**src/pmsf_map.vh**
```
// Address map, field positions and constants of the modem link framing block
`ifndef PMSF_MAP_VH
`define PMSF_MAP_VH

`define PMSF_ADDR_CTRL     8'h00
`define PMSF_ADDR_STATUS   8'h04
`define PMSF_ADDR_EVENTS   8'h08
`define PMSF_ADDR_EVINFO   8'h0c
`define PMSF_ADDR_FRAMES   8'h10
`define PMSF_ADDR_BOOTADR  8'h14
`define PMSF_ADDR_BUF_LO   8'h40
`define PMSF_ADDR_BUF_HI   8'h7c

`define PMSF_CTRL_FW_BIT   0
`define PMSF_CTRL_USER_BIT 1
`define PMSF_CTRL_CORE_BIT 2
`define PMSF_CTRL_WDG_BIT  3
`define PMSF_CTRL_RESET    4'h0

`define PMSF_BOOT_WORD_W   5'd8
`define PMSF_FW_WORD_W     5'd16
`define PMSF_BOOT_SIG      15'h2b5c
`define PMSF_FW_SIG_MEM    16'ha55a
`define PMSF_STATUS_REGION 16'h0000
`define PMSF_BUF_DEPTH     16
`define PMSF_BUF_AW        4
`define PMSF_IDX_MAX       8'hff
`define PMSF_IDX_ONE       8'h01
`define PMSF_IDX_TWO       8'h02
`define PMSF_IDX_THREE     8'h03
`define PMSF_IDX_FOUR      8'h04
`define PMSF_IDX_FIVE      8'h05

`endif

```
**src/pmsf_sync.v**
```verilog
// Two-stage synchroniser for pin inputs
`timescale 1ns/1ps
module pmsf_sync
#(
  parameter W = 1
)
(
  input  wire         clk,
  input  wire         rst_n,
  input  wire [W-1:0] d,
  output wire [W-1:0] q
);
  genvar i;
  generate
    for (i = 0; i < W; i = i + 1)
    begin : g_bit
      reg s1_q;
      reg s2_q;
      always @(posedge clk or negedge rst_n)
      begin
        if (!rst_n)
        begin
          s1_q <= 1'b0;
          s2_q <= 1'b0;
        end
        else
        begin
          s1_q <= d[i];
          s2_q <= s1_q;
        end
      end
      assign q[i] = s2_q;
    end
  endgenerate
endmodule

```
**src/pmsf_top.v**
```verilog
// Modem link framing: link slave with boot and firmware layers, APB registers
//
// Summary of operation
// - Each frame is a host command answered by this modem as link slave.
// - Every command frame gets exactly one response, shifted out in that frame.
// - Frame length is free; chip select bounds each packet, never a fixed count.
// - Every accepted write packet is answered with its own response header.
// - Boot layer uses 8-bit words, firmware layer uses 16-bit words.
// - Two layers: boot for download and setup, firmware for messages.
// - Boot command opens with a four-byte physical address.
// - Boot response is 32 bits, top fifteen bits a fixed signature.
// - Boot response bits 16, 15, 14 flag user, core, watchdog reset.
// - Firmware command opens with a two-byte region identifier.
// - Length word top bit: zero is read, one is write.
// - Low fifteen length bits count 16-bit blocks.
// - Each firmware response opens with a fixed signature header word.
// - Signature is held byte-swapped and swapped back onto the link.
// - Payload layout depends on region identifier and the chosen stack.
// - Pending events drive the interrupt request line low.
// - Region zero is the status region: flags, timer, event lengths.
//
// Design decisions made here: the register addresses and the APB register port.
`timescale 1ns/1ps
`include "pmsf_map.vh"
module pmsf_top
#(
  parameter [14:0] BOOT_SIG   = `PMSF_BOOT_SIG,   // Arbitrary value
  parameter [15:0] FW_SIG_MEM = `PMSF_FW_SIG_MEM  // Arbitrary value, held swapped
)
(
  input  wire        pclk,
  input  wire        presetn,
  input  wire        psel,
  input  wire        penable,
  input  wire        pwrite,
  input  wire [7:0]  paddr,
  input  wire [31:0] pwdata,
  output reg  [31:0] prdata,
  output wire        pready,
  output reg         pslverr,
  input  wire        spi_sck,
  input  wire        spi_cs_n,
  input  wire        spi_mosi,
  output wire        spi_miso,
  output wire        spi_miso_oe,
  output wire        irq_n
);

  wire [2:0] pin_s;
  wire       sck_s;
  wire       cs_n_s;
  wire       mosi_s;

  // Chip select crosses inverted, so a synchroniser in reset reads as deselected
  // and no false frame start or frame count follows the release of reset
  pmsf_sync #(.W(3)) u_sync
  (
    .clk   (pclk),
    .rst_n (presetn),
    .d     ({spi_sck, ~spi_cs_n, spi_mosi}),
    .q     (pin_s)
  );
  assign sck_s  = pin_s[2];
  assign cs_n_s = ~pin_s[1];
  assign mosi_s = pin_s[0];

  reg  [3:0]  ctrl_q;
  reg  [15:0] events_q;
  reg  [31:0] evinfo_q;
  reg  [31:0] frames_q;
  reg  [31:0] boot_adr_q;
  reg  [31:0] timer_q;
  reg  [15:0] region_q;
  reg  [15:0] len_q;
  reg  [15:0] buf_q [0:`PMSF_BUF_DEPTH-1];
  reg         sck_d1_q;
  reg         cs_n_d1_q;
  reg  [15:0] rx_sh_q;
  reg  [15:0] tx_sh_q;
  reg  [4:0]  bit_cnt_q;
  reg  [7:0]  idx_q;
  reg         fw_frame_q;

  wire        fw_mode  = ctrl_q[`PMSF_CTRL_FW_BIT];
  wire        sck_rise = sck_s & ~sck_d1_q & ~cs_n_s;
  wire        sck_fall = ~sck_s & sck_d1_q & ~cs_n_s;
  wire        cs_start = ~cs_n_s & cs_n_d1_q;
  wire        cs_end   = cs_n_s & ~cs_n_d1_q;
  wire [4:0]  word_w   = fw_frame_q ? `PMSF_FW_WORD_W : `PMSF_BOOT_WORD_W;
  wire [15:0] rx_word  = {rx_sh_q[14:0], mosi_s};
  wire        word_end = sck_rise && (bit_cnt_q == word_w - 5'd1);
  wire        wr_cmd   = len_q[15];
  wire [14:0] blocks   = len_q[14:0];

  // Boot response word
  // Reset cause flags are set by software and only reported here
  wire [31:0] boot_resp = {BOOT_SIG,
                           ctrl_q[`PMSF_CTRL_USER_BIT],
                           ctrl_q[`PMSF_CTRL_CORE_BIT],
                           ctrl_q[`PMSF_CTRL_WDG_BIT],
                           14'h0000};

  reg  [15:0] tx_word;
  reg  [31:0] boot_sh;
  always @*
  begin
    tx_word = 16'h0000;
    boot_sh = 32'h0000_0000;
    // Layer latched at frame start, so a CTRL write mid-frame cannot split it
    if (!fw_frame_q)
    begin
      boot_sh = boot_resp << {idx_q[1:0], 3'b000};
      // Only the first four bytes carry the response
      tx_word = (idx_q < `PMSF_IDX_FOUR) ? {8'h00, boot_sh[31:24]} : 16'h0000;
    end
    else if (idx_q == 8'h00)
      tx_word = {FW_SIG_MEM[7:0], FW_SIG_MEM[15:8]};
    else if (wr_cmd)
      tx_word = 16'h0000;
    else if (region_q == `PMSF_STATUS_REGION)
    begin
      case (idx_q)
        `PMSF_IDX_ONE:   tx_word = events_q;
        `PMSF_IDX_TWO:   tx_word = timer_q[31:16];
        `PMSF_IDX_THREE: tx_word = timer_q[15:0];
        `PMSF_IDX_FOUR:  tx_word = evinfo_q[31:16];
        `PMSF_IDX_FIVE:  tx_word = evinfo_q[15:0];
        default:         tx_word = 16'h0000;
      endcase
    end
    else
      tx_word = buf_q[idx_q[`PMSF_BUF_AW-1:0] - 4'h1];
  end

  // Link engine: mode 0, sampled on rising and shifted on falling clock edge
  always @(posedge pclk or negedge presetn)
  begin
    if (!presetn)
    begin
      sck_d1_q   <= 1'b0;
      cs_n_d1_q  <= 1'b1;
      rx_sh_q    <= 16'h0000;
      tx_sh_q    <= 16'h0000;
      bit_cnt_q  <= 5'd0;
      idx_q      <= 8'h00;
      fw_frame_q <= 1'b0;
      region_q   <= 16'h0000;
      len_q      <= 16'h0000;
      boot_adr_q <= 32'h0000_0000;
      frames_q   <= 32'h0000_0000;
    end
    else
    begin
      sck_d1_q  <= sck_s;
      cs_n_d1_q <= cs_n_s;
      if (cs_start)
      begin
        fw_frame_q <= fw_mode;
        bit_cnt_q  <= 5'd0;
        idx_q      <= 8'h00;
        len_q      <= 16'h0000;
        tx_sh_q    <= fw_mode ? {FW_SIG_MEM[7:0], FW_SIG_MEM[15:8]}
                              : {boot_resp[31:24], 8'h00};
      end
      else if (cs_end)
        frames_q <= frames_q + 32'h0000_0001;
      else
      begin
        if (sck_rise)
        begin
          rx_sh_q   <= rx_word;
          bit_cnt_q <= word_end ? 5'd0 : bit_cnt_q + 5'd1;
        end
        if (word_end)
        begin
          // Index saturates so an overlong frame never wraps back to the header
          if (idx_q != `PMSF_IDX_MAX)
            idx_q <= idx_q + 8'h01;
          if (!fw_frame_q && idx_q < `PMSF_IDX_FOUR)
            boot_adr_q <= {boot_adr_q[23:0], rx_word[7:0]};
          if (fw_frame_q && idx_q == 8'h00)
            region_q <= rx_word;
          if (fw_frame_q && idx_q == `PMSF_IDX_ONE)
            len_q <= rx_word;
        end
        if (sck_fall)
        begin
          if (bit_cnt_q == 5'd0)
            tx_sh_q <= fw_frame_q ? tx_word : {tx_word[7:0], 8'h00};
          else
            tx_sh_q <= {tx_sh_q[14:0], 1'b0};
        end
      end
    end
  end

  // Boot bytes leave from the top lane too
  assign spi_miso    = tx_sh_q[15];
  assign spi_miso_oe = ~cs_n_s;

  // Payload words of a write land in the buffer, bounded by the block count
  // Region and length words come first, so payload ends two words past the count
  wire [15:0] wr_pos   = {8'h00, idx_q};
  wire [15:0] wr_limit = {1'b0, blocks} + {8'h00, `PMSF_IDX_TWO};
  wire spi_wr = word_end && fw_frame_q && wr_cmd && (idx_q >= `PMSF_IDX_TWO)
                && (wr_pos < wr_limit);
  wire [`PMSF_BUF_AW-1:0] spi_wr_idx = idx_q[`PMSF_BUF_AW-1:0] - 4'h2;

  wire apb_wr    = psel & penable & pwrite;
  wire apb_setup = psel & ~penable;
  wire buf_hit   = (paddr >= `PMSF_ADDR_BUF_LO) && (paddr <= `PMSF_ADDR_BUF_HI);
  wire [`PMSF_BUF_AW-1:0] apb_idx = paddr[5:2];

  // Link and APB writes to one entry in one cycle: the link wins
  genvar e;
  generate
    for (e = 0; e < `PMSF_BUF_DEPTH; e = e + 1)
    begin : g_buf
      always @(posedge pclk or negedge presetn)
      begin
        if (!presetn)
          buf_q[e] <= 16'h0000;
        else if (spi_wr && spi_wr_idx == e)
          buf_q[e] <= rx_word;
        else if (apb_wr && buf_hit && apb_idx == e)
          buf_q[e] <= pwdata[15:0];
      end
    end
  endgenerate

  // Software registers and free-running timer reference
  always @(posedge pclk or negedge presetn)
  begin
    if (!presetn)
    begin
      ctrl_q   <= `PMSF_CTRL_RESET;
      events_q <= 16'h0000;
      evinfo_q <= 32'h0000_0000;
      timer_q  <= 32'h0000_0000;
    end
    else
    begin
      timer_q <= timer_q + 32'h0000_0001;
      if (apb_wr)
      begin
        case (paddr)
          `PMSF_ADDR_CTRL:   ctrl_q   <= pwdata[3:0];
          `PMSF_ADDR_EVENTS: events_q <= pwdata[15:0];
          `PMSF_ADDR_EVINFO: evinfo_q <= pwdata;
          default:           ctrl_q   <= ctrl_q;
        endcase
      end
    end
  end

  // Level request: stays low until software clears every event bit
  assign irq_n = ~(|events_q);

  // Read data captured in the setup phase, so the access phase needs no wait
  reg [31:0] rd_mux;
  reg        rd_err;
  always @*
  begin
    rd_mux = 32'h0000_0000;
    rd_err = 1'b0;
    if (buf_hit)
      rd_mux = {16'h0000, buf_q[apb_idx]};
    else
    begin
      case (paddr)
        `PMSF_ADDR_CTRL:    rd_mux = {28'h0000000, ctrl_q};
        `PMSF_ADDR_STATUS:  rd_mux = {len_q, region_q};
        `PMSF_ADDR_EVENTS:  rd_mux = {16'h0000, events_q};
        `PMSF_ADDR_EVINFO:  rd_mux = evinfo_q;
        `PMSF_ADDR_FRAMES:  rd_mux = frames_q;
        `PMSF_ADDR_BOOTADR: rd_mux = boot_adr_q;
        default:            rd_err = 1'b1;
      endcase
    end
    if (paddr[1:0] != 2'b00)
      rd_err = 1'b1;
  end

  always @(posedge pclk or negedge presetn)
  begin
    if (!presetn)
    begin
      prdata  <= 32'h0000_0000;
      pslverr <= 1'b0;
    end
    else if (apb_setup)
    begin
      prdata  <= pwrite ? 32'h0000_0000 : rd_mux;
      pslverr <= rd_err;
    end
  end

  // No wait states: read data is already captured in the setup cycle
  assign pready = 1'b1;

endmodule

```
**config.mk**
```make
export PLATFORM = sky130hd
export DESIGN_NAME = pmsf_top
export DESIGN_NICKNAME = d
export VERILOG_FILES = /design/src/pmsf_sync.v /design/src/pmsf_top.v
export VERILOG_INCLUDE_DIRS = /design/src
export SDC_FILE = /design/constraint.sdc
export NUM_CORES = 1
export LEC_CHECK = 0
export BUFFER_PORTS_ARGS = -buffer_cell sky130_fd_sc_hd__buf_2
export CORE_MARGIN = 5
export CORE_UTILIZATION = 50
export DETAILED_ROUTE_END_ITERATION = 7
export PLACE_DENSITY = 0.66
export SETUP_SLACK_MARGIN = 0.02
export SYNTH_ARGS = -nofsm -noshare
export SYNTH_HDL_FRONTEND = slang
export SYNTH_HIERARCHICAL = 1
export SYNTH_SLANG_ARGS = --single-unit
```
**constraint.sdc**
```tcl
create_clock -name pclk -period 3.6 [get_ports pclk]
set_input_delay 0.36 -clock pclk [delete_from_list [all_inputs] [get_ports pclk]]
set_output_delay 0.36 -clock pclk [all_outputs]
set_load 0.01 [all_outputs]
```
==> results <==
- Across all hold checks on the routed design, the worst slack comes to 0.138 ns.
- The final layout contains routed wiring with a total length of between 100 and 150 mm.
- After synthesis, the netlist uses 78 different library cells.
- Setup repair after global routing left no endpoint under its margin.
- The fraction of registers with async set or reset after synthesis is 100%.
- In this run the tightest slew margin relative to its limit is approximately 24%.
- At the worst endpoint, the required time is 4.10 ns.
- The floorplan die area is 64500 um^2.
- For this run, design rule violations remaining after detail routing come to 0.
- Summed over all cells, the static leakage comes to approximately 14 nW.
- The cell sitting at the root of the clock tree is a sky130_fd_sc_hd__clkbuf_16.
- The largest individual stage delay along the critical path comes from the cell sky130_fd_sc_hd__ha_2.
- Global routing used between 30% and 40% of the available tracks.
- The maximum frequency from static timing analysis is around 0.30 GHz.
- Setup violations remaining at the end of the flow were counted as 0.
- The layout net count is ~2800.
- Once the clock tree was built, the setup fixing pass inserted 0 buffers.
- The maximum ir drop on the vdd rail is 0.397 mV.
- The placer's final routability congestion estimate is ~1.
- The clock tree skew after final layout is approximately 0.028 ns.
- During I/O placement, the number of pins put on the boundary was 85.
- The fraction of final layout cells sized beyond drive strength 1 is about a quarter.
- The endpoint of the worst hold-timing path is pslverr.
- The final hold violation count is 0.
- The tool flagged a number of max-cap violations equal to 0.
- For the pin with the worst max-slew slack, the measured transition is about 1.1 ns.
- The sequential area share after synthesis is 43.9%.
- The run finished with clean final reports.
- The class of the tightest hold or removal check is in2reg.
- In the post-synthesis netlist, the biggest area contributors are sky130_fd_sc_hd__dfrtp_1 (44%), sky130_fd_sc_hd__mux4_2 (11%), sky130_fd_sc_hd__mux2i_1 (8.4%).
- The number of max-slew violations in the final report is 0.
- The total grt overflow is 0.
- Data arrives at the worst endpoint at about 3.8 ns.
- The synthesized netlist cell count is approximately 2700.
- The total cell area at the placement stage is roughly 31000 um^2.
- The sum of negative setup slack is 0 ns.
- TritonCTS built the clock tree.
- The library cell with the largest summed area after synthesis is sky130_fd_sc_hd__dfrtp_1.
- Using the TritonRoute via totals, the vias-per-cell ratio works out to 6.55.
- By count the netlist is led by sky130_fd_sc_hd__dfrtp_1 (521), sky130_fd_sc_hd__nor2_1 (302), sky130_fd_sc_hd__a21oi_1 (281).
- The number of design-rule violations left by the first detailed-router iteration is 2756.
- The clock insertion delay at the later pin of the skew report is 0.65 ns.
- The floorplan step set the die height to ~250 um.
- The number of iterations in the first detailed-routing pass is 6.
- The HPWL after detailed placement is 68.6 mm.
- The clock buffer count from CTS is 58.
- The floorplan has 89 rows.
- The clock-pin transition on the worst setup and hold timing paths is 0.06 ns.
- The worst reg2reg path endpoint is tx_sh_q[8].
- The count of nets left with antenna violations once routing finished came out at 0.
- In this run the most critical hold path is launched from paddr[1].
- The routed length per placed instance is between 20 and 30 um.
- The portion of synthesized cell area occupied by the leading cell type is between 40 and 50%.
- The first-pass GRT wire length is 151 mm.
- Dividing the final minimum period by the clock period gives 92.6%.
- Detailed routing inserted a total of 23100 vias.
- For this design the ratio of total power to cell area is 541 nW/um^2.
- The maximum number of pins on one net before global-route repair is 109.
- By startpoint and endpoint, the worst setup path is classified as reg2reg.
- The sort of element at the start of the critical path is a register.
- The signal on the critical path passes through inv_1, ha_2, buf_4, mux4_2, a211oi_1, a311oi_1, o21ai_0, a21oi_1.
- Counting every net in the synthesized netlist gives roughly 2700.
- The count of input and output buffers is 83.
- The final period demand of the worst path is 3.33 ns.
- The depth of the CTS H-tree is 2.
- The most used flip-flop cell after synthesis is sky130_fd_sc_hd__dfrtp_1.
- The dominant delay contributor by cell family on the critical path is compound AO/OA/AOI/OAI gates.
- In this run the horizontal extent of the chip is 254 um.
- The number of global-route vias before repair is 23000.
- Once the floorplan was initialized, standard cells occupied between 50 and 60% of the core.
- The count of flip-flops with a built-in enable after synthesis is 0.
- The number of antenna violations at the first check in global routing is 5.
- Of all nets on the critical path, the largest fanout is 13.
- The worst hold path passes through 4 cells.
- The finished cells cover 33500 um^2.
- The combined area of all synthesized cells is 29800 um^2.
- Counting cells, the worst reg-to-reg path comes to 8.
- Synthesis inferred 522 register bits.
- The capturing element type of the critical path is a register.
- The setup check on the worst reg-to-reg path leaves a slack of approximately 0.27 ns.
- By instance count, the leading cell after synthesis is sky130_fd_sc_hd__dfrtp_1.
- The core area is 59000 um^2.
- In this run the deepest clock path goes through 3 buffers.
- The critical path contains buffers and inverters numbering 2 combined.
- The area growth from synthesis to layout is 12.6%.
- The average cell area after synthesis is about 11 um^2.
- The number of warning messages in the yosys log is 6.
- The source of the worst register-to-register timing path is idx_q[0].
- The clock sink total is 522.
- On the worst path, the slowest cell contributes a delay of approximately 0.76 ns.
-- worst reg2reg max path, stage by stage, from the launching register on --
cell,delay (ns)
sky130_fd_sc_hd__dfrtp_4,0.54
sky130_fd_sc_hd__inv_1,0.16
sky130_fd_sc_hd__ha_2,0.76
sky130_fd_sc_hd__buf_4,0.30
sky130_fd_sc_hd__mux4_2,0.30
sky130_fd_sc_hd__a211oi_1,0.42
sky130_fd_sc_hd__a311oi_1,0.21
sky130_fd_sc_hd__o21ai_0,0.39
sky130_fd_sc_hd__a21oi_1,0.12
-- where the power goes --
| group | total, mW | switching, mW | internal, mW |
|---|---|---|---|
| sequential | 6.75 | 0.564 | 6.19 |
| combinational | 4.84 | 3.03 | 1.81 |
| clock | 6.56 | 2.55 | 4.02 |
| total | 18.2 | 6.14 | 12.0 |
-- kinds of logic after synthesis --
logic type	count (synthesis)	synth area share [%]
AND/OR/NAND/NOR	676	10.3
multiplexers	604	27.4
flip-flops	522	43.9
AO/OA/AOI/OAI	501	10.8
buffers and inverters	268	4.31
XOR/XNOR	78	2.29
adder cells (fa/ha/maj)	23	0.966
other	1	0.0126
-- area by class of cell --
cell class / count / area [um^2]
well taps: 773 / 967
diodes: 3 / 7.51
repair buffers: 215 / 1650
flip-flops and latches: 522 / 13100
fillers: 4930 / 25500
multi-input cells: 1883 / 15700
clock inverters: 26 / 412
clock buffers: 81 / 1710
inverters: 21 / 78.8
-- worst max path at each step --
| stage | start | end | slack (ns) | depth (start not counted) |
|---|---|---|---|---|
| floorplan | idx_q[0] | tx_sh_q[5] | 0.59 | 12 |
| global placement | idx_q[0] | tx_sh_q[10] | 0.35 | 9 |
| detailed placement | len_q[1] | buf_q[216] | 0.30 | 12 |
| CTS | len_q[1] | buf_q[131] | 0.32 | 13 |
| global route | len_q[1] | buf_q[219] | 0.02 | 12 |
| finish | idx_q[0] | tx_sh_q[8] | 0.27 | 8 |
-- state kept, by name, indices dropped and copies added, names as in the netlist, 4 cells and up --
| name | count |
|---|---|
| buf_q | 256 |
| boot_adr_q | 32 |
| evinfo_q | 32 |
| frames_q | 32 |
| prdata | 32 |
| timer_q | 32 |
| events_q | 16 |
| len_q | 16 |
| region_q | 16 |
| tx_sh_q | 16 |
| rx_sh_q | 15 |
| idx_q | 8 |
| bit_cnt_q | 5 |
| ctrl_q | 4 |
-- repair_timing --
item,CTS,global route
hold buffers,20,0
resized for setup,0,2
endpoints found under the setup margin,0,5
endpoints found under the hold margin,113,0
-- placed cells by master, fill, tap and decap left out, types with 10 or more instances in the layout --
cell type,count
sky130_fd_sc_hd__bufinv_16,10
sky130_fd_sc_hd__nor2b_1,29
sky130_fd_sc_hd__mux2_2,192
sky130_fd_sc_hd__xor2_1,21
sky130_fd_sc_hd__nor4_1,11
sky130_fd_sc_hd__mux2_1,13
sky130_fd_sc_hd__nor3_1,13
sky130_fd_sc_hd__a211oi_1,16
sky130_fd_sc_hd__mux2i_1,250
sky130_fd_sc_hd__and3_1,24
sky130_fd_sc_hd__clkinv_2,11
sky130_fd_sc_hd__a21o_1,22
sky130_fd_sc_hd__xnor2_1,54
sky130_fd_sc_hd__mux4_2,149
sky130_fd_sc_hd__nor2_1,296
sky130_fd_sc_hd__a22oi_1,16
sky130_fd_sc_hd__nand3_1,51
sky130_fd_sc_hd__a222oi_1,18
sky130_fd_sc_hd__nand4_1,26
sky130_fd_sc_hd__a221oi_1,18
sky130_fd_sc_hd__dlygate4sd3_1,20
sky130_fd_sc_hd__nand2_1,162
sky130_fd_sc_hd__a21oi_1,281
sky130_fd_sc_hd__ha_1,22
sky130_fd_sc_hd__buf_2,80
sky130_fd_sc_hd__o31ai_4,14
sky130_fd_sc_hd__inv_1,20
sky130_fd_sc_hd__buf_12,13
sky130_fd_sc_hd__clkbuf_8,15
sky130_fd_sc_hd__and2_1,12
sky130_fd_sc_hd__a31oi_1,12
sky130_fd_sc_hd__and4_1,10
sky130_fd_sc_hd__buf_4,98
sky130_fd_sc_hd__o21ai_0,33
sky130_fd_sc_hd__nor2_2,10
sky130_fd_sc_hd__dfrtp_1,520
sky130_fd_sc_hd__clkbuf_16,59
-- routing by layer --
| layer | GRT usage (%) | wire length (um) |
|---|---|---|
| met4 | 15.5 | 5970 |
| met1 | 41.8 | 39700 |
| met3 | 6.86 | 9060 |
| met5 | 0 | 0 |
| met2 | 47.8 | 46000 |
-- stage by stage --
stage	util (%)	cells	total power [mW]	setup slack [ns]
4_1_cts	56.8	3521	18.1	0.319
3_3_place_gp	52.9	3394	11.5	0.352
5_1_grt	56.8	3521	18.8	0.0233
6_report	56.8	3524	18.2	0.266
2_1_floorplan	-	2673	9.51	0.585
3_5_place_dp	52.9	3394	11.6	0.304
No activity file was read; power rests on OpenSTA's default activity.
